File: src/rtl/prp_pkg.sv
/*
  Shared constants and types for the system pin conditioning logic.
  Assumes one 100 MHz system clock and a raw active-low power-on reset.
*/
// Operation
// - in 18 MHz mode the expansion clock pin follows the processor clock.
// - in 36, 49 and 74 MHz modes the expansion clock pin runs 36.864 MHz.
// - in 13 MHz mode the expansion clock pin is an input clock source.
// - deglitched media change low acts as fast interrupt source in normal use.
// - media change level at power-up picks boot: low internal, high external.
// - boot select, user reset, test and drive straps latched at reset release.
// - low external fast interrupt input requests a fast interrupt.
// - high level on the third external interrupt input requests an interrupt.
// - external interrupt inputs one and two request on a low level.
// - deglitched power fail low forces the system into standby.
// - deglitched battery good falling edge raises a fast interrupt.
// - in standby with battery good low, system start is refused.
// - new battery sense goes low below threshold; it is deglitched.
// - power-on reset is not deglitched; its raw level acts.
// - power-on reset low clears the state and deglitch counters, but sets st to standby, standby, batt_prev and the deglitch sync and level flops.

package prp_pkg;

  // ****************************************************************
  // deglitch filter
  // ****************************************************************
  localparam int            DGL_CNT_W       = 3;
  localparam logic [2:0]    DGL_MAX         = 3'h4;
  localparam logic [2:0]    DGL_CNT_ZERO    = 3'h0;
  localparam logic [2:0]    DGL_CNT_ONE     = 3'h1;
  localparam logic          DGL_RESET_LEVEL = 1'b1;

  // index of each filtered input
  localparam int NUM_DGL      = 4;
  localparam int DG_MEDCHG    = 0;
  localparam int DG_PWRFL     = 1;
  localparam int DG_BATT_GOOD = 2;
  localparam int DG_NEWBATT   = 3;

  // ****************************************************************
  // clock modes
  // ****************************************************************
  localparam int          CLK_MODE_W  = 3;
  localparam logic [2:0]  CLK_MODE_13M = 3'h0;
  localparam logic [2:0]  CLK_MODE_18M = 3'h1;
  localparam logic [2:0]  CLK_MODE_36M = 3'h2;
  localparam logic [2:0]  CLK_MODE_49M = 3'h3;
  localparam logic [2:0]  CLK_MODE_74M = 3'h4;

  // ****************************************************************
  // interrupts and straps
  // ****************************************************************
  localparam int NUM_EIRQ      = 3;
  localparam int EIRQ_HIGH_IDX = 2;
  localparam int EIRQ_LOW_N    = 2;
  localparam int TEST_W        = 2;
  localparam int PE_W          = 3;
  localparam int DRIVE_W       = 2;

  typedef enum logic [1:0] {
    PRP_ST_STANDBY = 2'b01,
    PRP_ST_OPERATE = 2'b10
  } prp_sys_state_t;

endpackage

File: src/rtl/prp_pin_logic.sv
/*
  System pin conditioning: reset straps, interrupt inputs, power sense,
  standby control and expansion clock pin steering.
  Assumes all inputs are synchronous to clk_sys_in; processor and
  36.864 MHz clock references arrive as sampled levels.
*/
`timescale 1ns/1ns

module prp_pin_logic (
  input  wire logic                          clk_sys_in,
  input  wire logic                          resetn_in,
  input  wire logic [prp_pkg::CLK_MODE_W-1:0] clk_mode_in,
  input  wire logic                          cpu_clk_level_in,
  input  wire logic                          ref_clk_36m864_level_in,
  input  wire logic                          expansion_clock_pin_in,
  input  wire logic                          media_change_n_in,
  input  wire logic                          external_fast_irq_n_in,
  input  wire logic                          external_irq_high_in,
  input  wire logic [prp_pkg::EIRQ_LOW_N-1:0] external_irq_low_n_in,
  input  wire logic                          power_fail_n_in,
  input  wire logic                          main_battery_good_in,
  input  wire logic                          external_supply_sense_n_in,
  input  wire logic                          new_battery_sense_n_in,
  input  wire logic                          user_reset_n_in,
  input  wire logic [prp_pkg::TEST_W-1:0]    test_in,
  input  wire logic [prp_pkg::PE_W-1:0]      pad_enable_in,
  input  wire logic [prp_pkg::DRIVE_W-1:0]   drive_strength_in,
  input  wire logic                          start_req_in,
  input  wire logic                          battery_fiq_clear_in,
  output logic                               expansion_clock_pin_out,
  output logic                               expansion_clock_pin_oe_out,
  output logic                               sysclk_from_pin_out,
  output logic                               sysclk_pin_level_out,
  output logic                               fast_interrupt_out,
  output logic [prp_pkg::NUM_EIRQ-1:0]       irq_req_out,
  output logic                               battery_fiq_pending_out,
  output logic                               media_change_out,
  output logic                               internal_boot_select_n_out,
  output logic                               user_reset_strap_n_out,
  output logic [prp_pkg::TEST_W-1:0]         test_strap_out,
  output logic [prp_pkg::PE_W-1:0]           pad_enable_strap_out,
  output logic [prp_pkg::DRIVE_W-1:0]        drive_strength_strap_out,
  output logic                               straps_valid_out,
  output logic                               standby_out,
  output logic                               start_refused_out,
  output logic                               new_battery_low_out,
  output logic                               external_power_out
);
  import prp_pkg::*;

  typedef struct packed {
    prp_sys_state_t     st;
    logic               standby;
    logic               refused;
    logic               strap_done;
    logic               boot_sel_n;
    logic               ureset_n;
    logic [TEST_W-1:0]  test;
    logic [PE_W-1:0]    pe;
    logic [DRIVE_W-1:0] drive;
    logic               batt_prev;
    logic               batt_pend;
    logic               fast_interrupt;
    logic               medchg;
    logic [NUM_EIRQ-1:0] irq;
    logic               exp_out;
    logic               exp_oe;
    logic               from_pin;
    logic               pin_lvl;
    logic               batt_low;
    logic               ext_pwr;
  } prp_core_t;

  prp_core_t            s_r;
  prp_core_t            s_nxt;
  logic [NUM_DGL-1:0]   dg_raw;
  logic [NUM_DGL-1:0]   dg_lvl;
  logic                 batt_fall;

  // ****************************************************************
  // deglitched inputs
  // ****************************************************************
  assign dg_raw[DG_MEDCHG]    = media_change_n_in;
  assign dg_raw[DG_PWRFL]     = power_fail_n_in;
  assign dg_raw[DG_BATT_GOOD] = main_battery_good_in;
  assign dg_raw[DG_NEWBATT]   = new_battery_sense_n_in;

  // media change, power fail, battery good and new battery sense
  generate
    for (genvar i = 0; i < NUM_DGL; i++) begin : g_dgl
      prp_deglitch u_dgl (
        .clk_sys_in (clk_sys_in),
        .resetn_in  (resetn_in),
        .raw_in     (dg_raw[i]),
        .level_out  (dg_lvl[i])
      );
    end
  endgenerate

  assign batt_fall = s_r.batt_prev & ~dg_lvl[DG_BATT_GOOD];

  // ****************************************************************
  // next state
  // ****************************************************************
  always_comb begin
    s_nxt = s_r;

    // straps are caught once, on the first edge after reset release
    if (!s_r.strap_done) begin
      s_nxt.strap_done = 1'b1;
      s_nxt.boot_sel_n = media_change_n_in;
      s_nxt.ureset_n   = user_reset_n_in;
      s_nxt.test       = test_in;
      s_nxt.pe         = pad_enable_in;
      s_nxt.drive      = drive_strength_in;
    end

    // battery falling edge: set wins over software clear
    s_nxt.batt_prev = dg_lvl[DG_BATT_GOOD];
    s_nxt.batt_pend = batt_fall |
                      (s_r.batt_pend & ~battery_fiq_clear_in);

    // media change is a fast interrupt source only after boot select
    s_nxt.medchg = s_r.strap_done & ~dg_lvl[DG_MEDCHG];
    s_nxt.fast_interrupt    = s_nxt.medchg |
                   ~external_fast_irq_n_in |
                   s_nxt.batt_pend;

    s_nxt.irq[EIRQ_HIGH_IDX] = external_irq_high_in;
    for (int k = 0; k < EIRQ_LOW_N; k++) begin
      s_nxt.irq[k] = ~external_irq_low_n_in[k];
    end

    s_nxt.batt_low = ~dg_lvl[DG_NEWBATT];
    s_nxt.ext_pwr  = ~external_supply_sense_n_in;

    // system state
    s_nxt.refused = 1'b0;
    case (s_r.st)
      PRP_ST_STANDBY: begin
        if (start_req_in && !dg_lvl[DG_BATT_GOOD]) begin
          s_nxt.refused = 1'b1;
        end else if (start_req_in && dg_lvl[DG_PWRFL]) begin
          s_nxt.st = PRP_ST_OPERATE;
        end
      end
      PRP_ST_OPERATE: begin
        if (!dg_lvl[DG_PWRFL]) begin
          s_nxt.st = PRP_ST_STANDBY;
        end
      end
      default: begin
        s_nxt.st = PRP_ST_STANDBY;
      end
    endcase
    s_nxt.standby = (s_nxt.st == PRP_ST_STANDBY);

    // expansion clock pin steering
    s_nxt.pin_lvl = expansion_clock_pin_in;
    case (clk_mode_in)
      CLK_MODE_13M: begin
        s_nxt.exp_oe   = 1'b0;
        s_nxt.exp_out  = 1'b0;
        s_nxt.from_pin = 1'b1;
      end
      CLK_MODE_18M: begin
        s_nxt.exp_oe   = 1'b1;
        s_nxt.exp_out  = cpu_clk_level_in;
        s_nxt.from_pin = 1'b0;
      end
      default: begin
        s_nxt.exp_oe   = 1'b1;
        s_nxt.exp_out  = ref_clk_36m864_level_in;
        s_nxt.from_pin = 1'b0;
      end
    endcase
  end

  // ****************************************************************
  // state register
  // ****************************************************************
  // raw power-on reset clears the flops but sets st to standby, standby and batt_prev, with no filtering
  always_ff @(posedge clk_sys_in or negedge resetn_in) begin
    if (!resetn_in) begin
      s_r <= '0;
      s_r.st        <= PRP_ST_STANDBY;
      s_r.standby   <= 1'b1;
      s_r.batt_prev <= DGL_RESET_LEVEL;
    end else begin
      s_r <= s_nxt;
    end
  end

  // ****************************************************************
  // outputs
  // ****************************************************************
  assign expansion_clock_pin_out    = s_r.exp_out;
  assign expansion_clock_pin_oe_out = s_r.exp_oe;
  assign sysclk_from_pin_out        = s_r.from_pin;
  assign sysclk_pin_level_out       = s_r.pin_lvl;
  assign fast_interrupt_out         = s_r.fast_interrupt;
  assign irq_req_out                = s_r.irq;
  assign battery_fiq_pending_out    = s_r.batt_pend;
  assign media_change_out           = s_r.medchg;
  assign internal_boot_select_n_out = s_r.boot_sel_n;
  assign user_reset_strap_n_out     = s_r.ureset_n;
  assign test_strap_out             = s_r.test;
  assign pad_enable_strap_out       = s_r.pe;
  assign drive_strength_strap_out   = s_r.drive;
  assign straps_valid_out           = s_r.strap_done;
  assign standby_out                = s_r.standby;
  assign start_refused_out          = s_r.refused;
  assign new_battery_low_out        = s_r.batt_low;
  assign external_power_out         = s_r.ext_pwr;
endmodule

File: src/rtl/prp_deglitch.sv
/*
  One-bit input deglitcher: two-flop synchroniser and stability counter.
  Assumes the input may change at any time relative to clk_sys_in.
*/
`timescale 1ns/1ns

module prp_deglitch (
  input  wire logic clk_sys_in,
  input  wire logic resetn_in,
  input  wire logic raw_in,
  output logic      level_out
);
  import prp_pkg::*;

  typedef struct packed {
    logic                 sync1;
    logic                 sync2;
    logic [DGL_CNT_W-1:0] cnt;
    logic                 level;
  } prp_dgl_t;

  prp_dgl_t s_r;
  prp_dgl_t s_nxt;

  // ****************************************************************
  // filter
  // ****************************************************************
  always_comb begin
    s_nxt       = s_r;
    s_nxt.sync1 = raw_in;
    s_nxt.sync2 = s_r.sync1;
    // a new level must hold for DGL_MAX + 1 cycles before it is taken
    if (s_r.sync2 == s_r.level) begin
      s_nxt.cnt = DGL_CNT_ZERO;
    end else if (s_r.cnt == DGL_MAX) begin
      s_nxt.level = s_r.sync2;
      s_nxt.cnt   = DGL_CNT_ZERO;
    end else begin
      s_nxt.cnt = s_r.cnt + DGL_CNT_ONE;
    end
  end

  always_ff @(posedge clk_sys_in or negedge resetn_in) begin
    if (!resetn_in) begin
      s_r.sync1 <= DGL_RESET_LEVEL;
      s_r.sync2 <= DGL_RESET_LEVEL;
      s_r.cnt   <= DGL_CNT_ZERO;
      s_r.level <= DGL_RESET_LEVEL;
    end else begin
      s_r <= s_nxt;
    end
  end

  assign level_out = s_r.level;
endmodule

File: config.mk
export PLATFORM = sky130hd
export DESIGN_NAME = prp_pin_logic
export DESIGN_NICKNAME = d
export VERILOG_FILES = /design/src/rtl/prp_pkg.sv /design/src/rtl/prp_pin_logic.sv /design/src/rtl/prp_deglitch.sv
export SDC_FILE = /design/constraint.sdc
export NUM_CORES = 1
export LEC_CHECK = 0
export ABC_AREA = 1
export BUFFER_PORTS_ARGS = -buffer_cell sky130_fd_sc_hd__buf_2
export CAP_MARGIN = 5
export CORE_MARGIN = 1.5
export CORE_UTILIZATION = 45
export DETAILED_ROUTE_END_ITERATION = 8
export PLACE_DENSITY = 0.78
export SYNTH_ARGS = -nofsm -noshare
export SYNTH_HDL_FRONTEND = slang
export SYNTH_SLANG_ARGS = --single-unit
File: constraint.sdc
create_clock -name clk_sys_in -period 1.61 [get_ports clk_sys_in]
set_input_delay 0.0805 -clock clk_sys_in [delete_from_list [all_inputs] [get_ports clk_sys_in]]
set_output_delay 0.0805 -clock clk_sys_in [all_outputs]
set_load 0.1 [all_outputs]
==> results of run 1 <==
==> worst paths after layout <==
kind                                         end  slack (ns)  cells past startpoint
max                             straps_valid_out        0.20                      1
min reg2reg                g_dgl[3].u_dgl.s_r[4]        0.36                      0
max in group asynchronous  g_dgl[1].u_dgl.s_r[4]        0.87                      3
max reg2reg                          standby_out        0.36                      6
min in group asynchronous                s_r[26]        0.18                      2
min                            start_refused_out        0.02                      3
==> layer usage <==
layer / track usage (%) / up-vias / part of all wire (%)
met2: 24.89 / 43 / 47
met5: 0 / - / 0
li1: - / 680 / -
met3: 4.651 / 5 / 6.7
met1: 18.96 / 624 / 45
met4: 6.410 / 0 / 1.5
==> flip-flops by register name (all words and copies together) (netlist names), 2 cells and up <==
| register | cells |
|---|---|
| g_dgl.u_dgl.level_out | 4 |
| s_r | 3 |
| drive_strength_strap_out | 2 |
| g_dgl.u_dgl.s_r | 16 |
| irq_req_out | 3 |
| pad_enable_strap_out | 3 |
| g_dgl.u_dgl.s_nxt | 4 |
| test_strap_out | 2 |
==> synth_stat cells (all sizes together) <==
library cell   n
nand2         50
nor2          13
dfrtp         36
conb           1
dfstp         15
xor2           4
nor3           1
xnor2          4
nand3          7
and2           4
o21ai          1
ha            10
or2            1
buf           12
a21oi          2
inv           23
o22ai          1
==> cells by family (layout without fill, tap and decap cells) <==
family | Yosys count | count (layout) | synth area share, %
xor gates and xnor gates | 8 | 8 | 3.502
and+or+nand+nor | 76 | 76 | 15.45
AOI/OAI and AO/OA | 4 | 4 | 1.063
DFF | 51 | 51 | 64.73
other | 1 | 1 | 0.1874
buffers and inverters | 35 | 105 | 8.818
adders and majority gates | 10 | 10 | 6.254
==> placed cells by master, fill, tap and decap left out, drive strengths merged <==
cell and count:
buf 53, xor2 4, ha 10, xnor2 4, nor2 13, nand2 50
a21oi 2, dfstp 15, clkinv 1, and2 4, o22ai 1, o21ai 1
or2 1, nand3 7, nor3 1, bufinv 1, dlygate4sd3 21, clkbuf 6
conb 1, inv 23, dfrtp 36
==> cell type report <==
| cell class | count | area share, % |
|---|---|---|
| clock buffer | 6 | 3.190 |
| inverter | 23 | 3.335 |
| clock inverter | 2 | 1.353 |
| sequential | 51 | 50.02 |
| multi-input combinational | 99 | 20.44 |
| tap | 52 | 2.513 |
| timing repair buffer | 74 | 19.14 |
==> metrics by stage <==
stage / cells / worst slack (ns) / hold slack (ns)
after floorplan: 185 / 0.01879 / -0.2151
after global placement: 278 / 0.4238 / -0.04328
after detailed placement: 278 / 0.3888 / -0.04343
after CTS: 307 / 0.1789 / 0.01737
after global routing: 307 / 0.1159 / 0.02124
final: 307 / 0.2016 / 0.02373
==> repair_timing <==
action	4_1_cts	5_1_grt
gates resized for setup	0	0
hold buffers	21	0
endpoints found under the hold margin	61	0
==> report_power, final <==
group	total [uW]	internal (uW)	switching (uW)
Sequential	1810	1630	184
Combinational	1470	394	1080
Clock	899	503	396
Total	4190	2530	1660
==> results.toml, run 1 <==
[clock_tree]
cts_tree = "done"
clock_latency_ns = 0.29
cts_buffers = 5
cts.clk_slew.worst_paths_ns = 0.09
post_cts_buffers = 0
htreeDepth = 2
cts.sinks = 51
cts_buffer_depth = 2
root_buffer = "clkbuf_8"

[sta]
timing.final.crit_share_pct = 87.48
setup_tns_ns = 0
clock.fmax_mhz = 710.0
fin_skew_ns = 0.001576
grt_setup_unrepaired = "no"
post-route-min-period_ns = 1.408
maxSlewViolCount = 0
finalSetupViolations = 0
hold_viol_final = 0

[yosys]
synth-seq-cells = 51
synth.distinct_cells = 18
synthesis.area_mm2 = 0.002001
synthTopCellsByArea = "dfrtp_1 (45%), dfstp_2 (20%), nand2_1 (9.4%), ha_1 (6.3%), buf_4 (4.5%)"
synth_top_area_share_pct = 45.03
synth-warning-count = 0
synthCells = 185
synth_top_cell_by_area = "dfrtp_1"
syn_area_per_cell_um2 = 10.81
yosysSeqAreaShare_pct = 64.73
synth.net_count = 222

[route]
wl_mm = 3.419
vias_per_cell = 4.404
vias = 1352
drc = 0
drt_first_pass_iters = 4
dr.first_iter.drc_count = 35
final_antenna_net_count = 0
routedWlPerCell_um = 11.14

[finish]
diodes = 0
layout-drive-gt1-share_pct = 30.20
regArea_mm2 = 0.001295
nets = 291
final_cell_area_mm2 = 0.002589
nFillCells = 361
fin_util_pct = 59.87
syn_to_final_growth_pct = 29.39
multiInputGateArea_um2 = 529.3

[worst_setup_path]
max_stage_delay_ns = 0.54
critical_path_arrival_ns = 1.33
cp-start-kind = "register"
r2r-start = "s_r[25]"
critPathCaptureType = "output port"
crit_buf_inv = 1
slowest_stage = "dfrtp_1"
required_ns = 1.53
worst-path-max-fanout = 11
cp-startpoint = "straps_valid_out"
crit_type = "reg -> out"
crit_chain = "buf_2"
cp_top_family = "flip-flops"

[hold_path]
hp-class = "in -> reg"
hold_start = "start_req_in"

[floorplanning]
die_w_um = 69.68
initial_core_util_pct = 46.27
coreArea_mm2 = 0.004324
die_y_um = 69.68
ioPinCount = 51
die_area_mm2 = 0.004855
rows = 24

[pwr]
leakage_uw = 0.001373
ir_worst_vdd_mv = 0.8180
power_uw = 4187
p_per_area_mw_per_mm2 = 1617

[run_status]
run_status = "completed"

[placement]
portBuffers = 50
placed_area_mm2 = 0.002261
globalplace.congestion = 0.7583
dp_hpwl_mm = 2.181

[global_route]
grt_start_max_net_pins = 26
grt.overflow.total = 0
grt_pass1_vias = 1355
grt_pass1_wl_mm = 5.837
antenna_found_initial = 0
grt_usage_pct = 15.27

[job]
maxCapViolations = 0
No activity file was read; power rests on OpenSTA's default activity.
==> run 2, diff against run 1 <==
--- a/config.mk
+++ b/config.mk
@@ -9,3 +9,3 @@
 export BUFFER_PORTS_ARGS = -buffer_cell sky130_fd_sc_hd__buf_2
-export CAP_MARGIN = 5
+export CAP_MARGIN = 20
 export CORE_MARGIN = 1.5
==> constraint.sdc (replaced) <==
create_clock -name clk_sys_in -period 1.61 [get_ports clk_sys_in]
set_input_delay 0.2415 -clock clk_sys_in [delete_from_list [all_inputs] [get_ports clk_sys_in]]
set_output_delay 0.2415 -clock clk_sys_in [all_outputs]
set_load 0.1 [all_outputs]
==> run 2 against run 1 <==
  * Register-to-register slack hardly changed
  * Critical path type unchanged
  * Cell count is 6.5% lower
  * Largest power group unchanged
  * Critical path depth stayed put
  * Critical endpoint is now standby_out
  * Highest routed layer unchanged
==> results.toml, run 2 (synthesized netlist as in run 1, its figures left out) <==
[clock_tree]
post_cts_buffers = 0
cts.clk_slew.worst_paths_ns = 0.10
cts_buffer_depth = 2
cts_buffers = 5
cts.sinks = 51
cts_tree = "done"
clock_latency_ns = 0.30
htreeDepth = 2
root_buffer = "clkbuf_8"

[placement]
dp_hpwl_mm = 2.171
dp.cells = 278
portBuffers = 50
globalplace.congestion = 0.7358

[sta]
finalSetupViolations = 0
setup_tns_ns = 0
grt_setup_unrepaired = "no"
fin_skew_ns = 0.006173
clock.fmax_mhz = 677.3
maxSlewViolCount = 0
hold_viol_final = 0
timing.final.crit_share_pct = 91.71
post-route-min-period_ns = 1.477

[worst_setup_path]
critical_path_arrival_ns = 1.24
cp_top_family = "flip-flops"
worst-path-max-fanout = 1
r2r_slack_ns = 0.37
r2r-end = "standby_out"
critPathCaptureType = "output port"
crit_buf_inv = 1
r2r-start = "s_r[25]"
max_stage_delay_ns = 0.52
crit_chain = "buf_2"
crit_type = "reg -> out"
rr_worst_depth = 6
cp-start-kind = "register"
slowest_stage = "dfstp_2"
required_ns = 1.37

[pwr]
p_per_area_mw_per_mm2 = 1739
power_uw = 4152
leakage_uw = 0.001285
ir_worst_vdd_mv = 0.8134

[hold_path]
whs_endpoint = "g_dgl[1].u_dgl.s_nxt[4]"
hp-class = "in -> reg"
hold_start = "power_fail_n_in"
hold_depth = 1

[finish]
finish.cell_count_without_fillers = 287
nets = 271
largest_reg_flops = 16
syn_to_final_growth_pct = 19.32
mostFrequentLayoutCells = "nand2_1 (50), buf_2 (50), dfrtp_1 (36)"
fin_util_pct = 55.21
nFillCells = 404
layout-drive-gt1-share_pct = 32.77
regMostFlops = "g_dgl.u_dgl.s_r"
diodes = 0

[global_route]
grt_usage_pct = 13.92
grt_pass1_wl_mm = 5.223
grt_start_max_net_pins = 52
grt_pass1_vias = 1229
grt.overflow.total = 0
antenna_found_initial = 0

[route]
wl_mm = 3.030
drt_first_pass_iters = 4
vias = 1311
drc = 0
routedWlPerCell_um = 10.56
vias_per_cell = 4.568
dr.first_iter.drc_count = 44
final_antenna_net_count = 0

[floorplanning]
die_area_mm2 = 0.004855
die_w_um = 69.68
coreArea_mm2 = 0.004324
rows = 24
initial_core_util_pct = 46.27
die_y_um = 69.68
ioPinCount = 51

[run_status]
run_status = "completed"

[job]
maxCapViolations = 0
run 2: changes by cell type in the layout (fill, tap and decap cells not counted):
| cell | previous run | this run |
|---|---|---|
| dlygate4sd3_1 | 21 | 1 |
| clkbuf_8 | 6 | 5 |
| clkinv_2 | 1 | 0 |
| clkinv_4 | 0 | 1 |
| inv_6 | 0 | 1 |
run 2: worst max-delay path by stage:
stage | startpoint | end | slack [ns] | cells after the start
floorplan | straps_valid_out | internal_boot_select_n_out | 0.02 | 5
global placement | s_r[25] | standby_out | 0.42 | 6
detailed placement | s_r[25] | standby_out | 0.38 | 6
CTS | standby_out | standby_out | 0.12 | 1
global route | standby_out | standby_out | 0.11 | 1
finish | standby_out | standby_out | 0.13 | 1
run 2: layout make-up:
type | instances | area (um2) | share of cell area, %
timing repair buffer | 54 | 295.3 | 12.37
clock inverter | 3 | 47.55 | 1.992
multi-input combinational | 99 | 529.3 | 22.17
tap | 52 | 65.06 | 2.725
inverter | 23 | 86.33 | 3.616
sequential | 51 | 1295 | 54.25
clock buffer | 5 | 68.82 | 2.883
run 2: per-stage QoR:
| step | hold WS, ns | area (um2) | worst slack, ns |
|---|---|---|---|
| after floorplan | -0.05409 | 2001 | 0.01879 |
| after global placement | 0.2504 | 2261 | 0.4229 |
| after detailed placement | 0.2476 | 2261 | 0.3844 |
| after CTS | 0.01669 | 2387 | 0.1208 |
| after global routing | 0.01609 | 2387 | 0.1056 |
| final | 0.02872 | 2387 | 0.1335 |
run 2: what timing repair did:
| action | in CTS | in global routing |
|---|---|---|
| gates resized for setup | 0 | 0 |
| hold buffers | 1 | 0 |
| hold endpoints to repair | 36 | 0 |
run 2: power breakdown:
group	total [uW]	switching, uW	internal, uW
Combinational	1440	1070	365
Sequential	1820	187	1630
Clock	899	428	471
Total	4150	1690	2470
run 2: metal layers:
metal	up-vias	global-route usage, %	wire length [um]
met4	0	6.410	54
met1	623	16.44	1307
met5	-	0	0
li1	642	-	-
met3	4	4.942	226
met2	42	22.86	1441
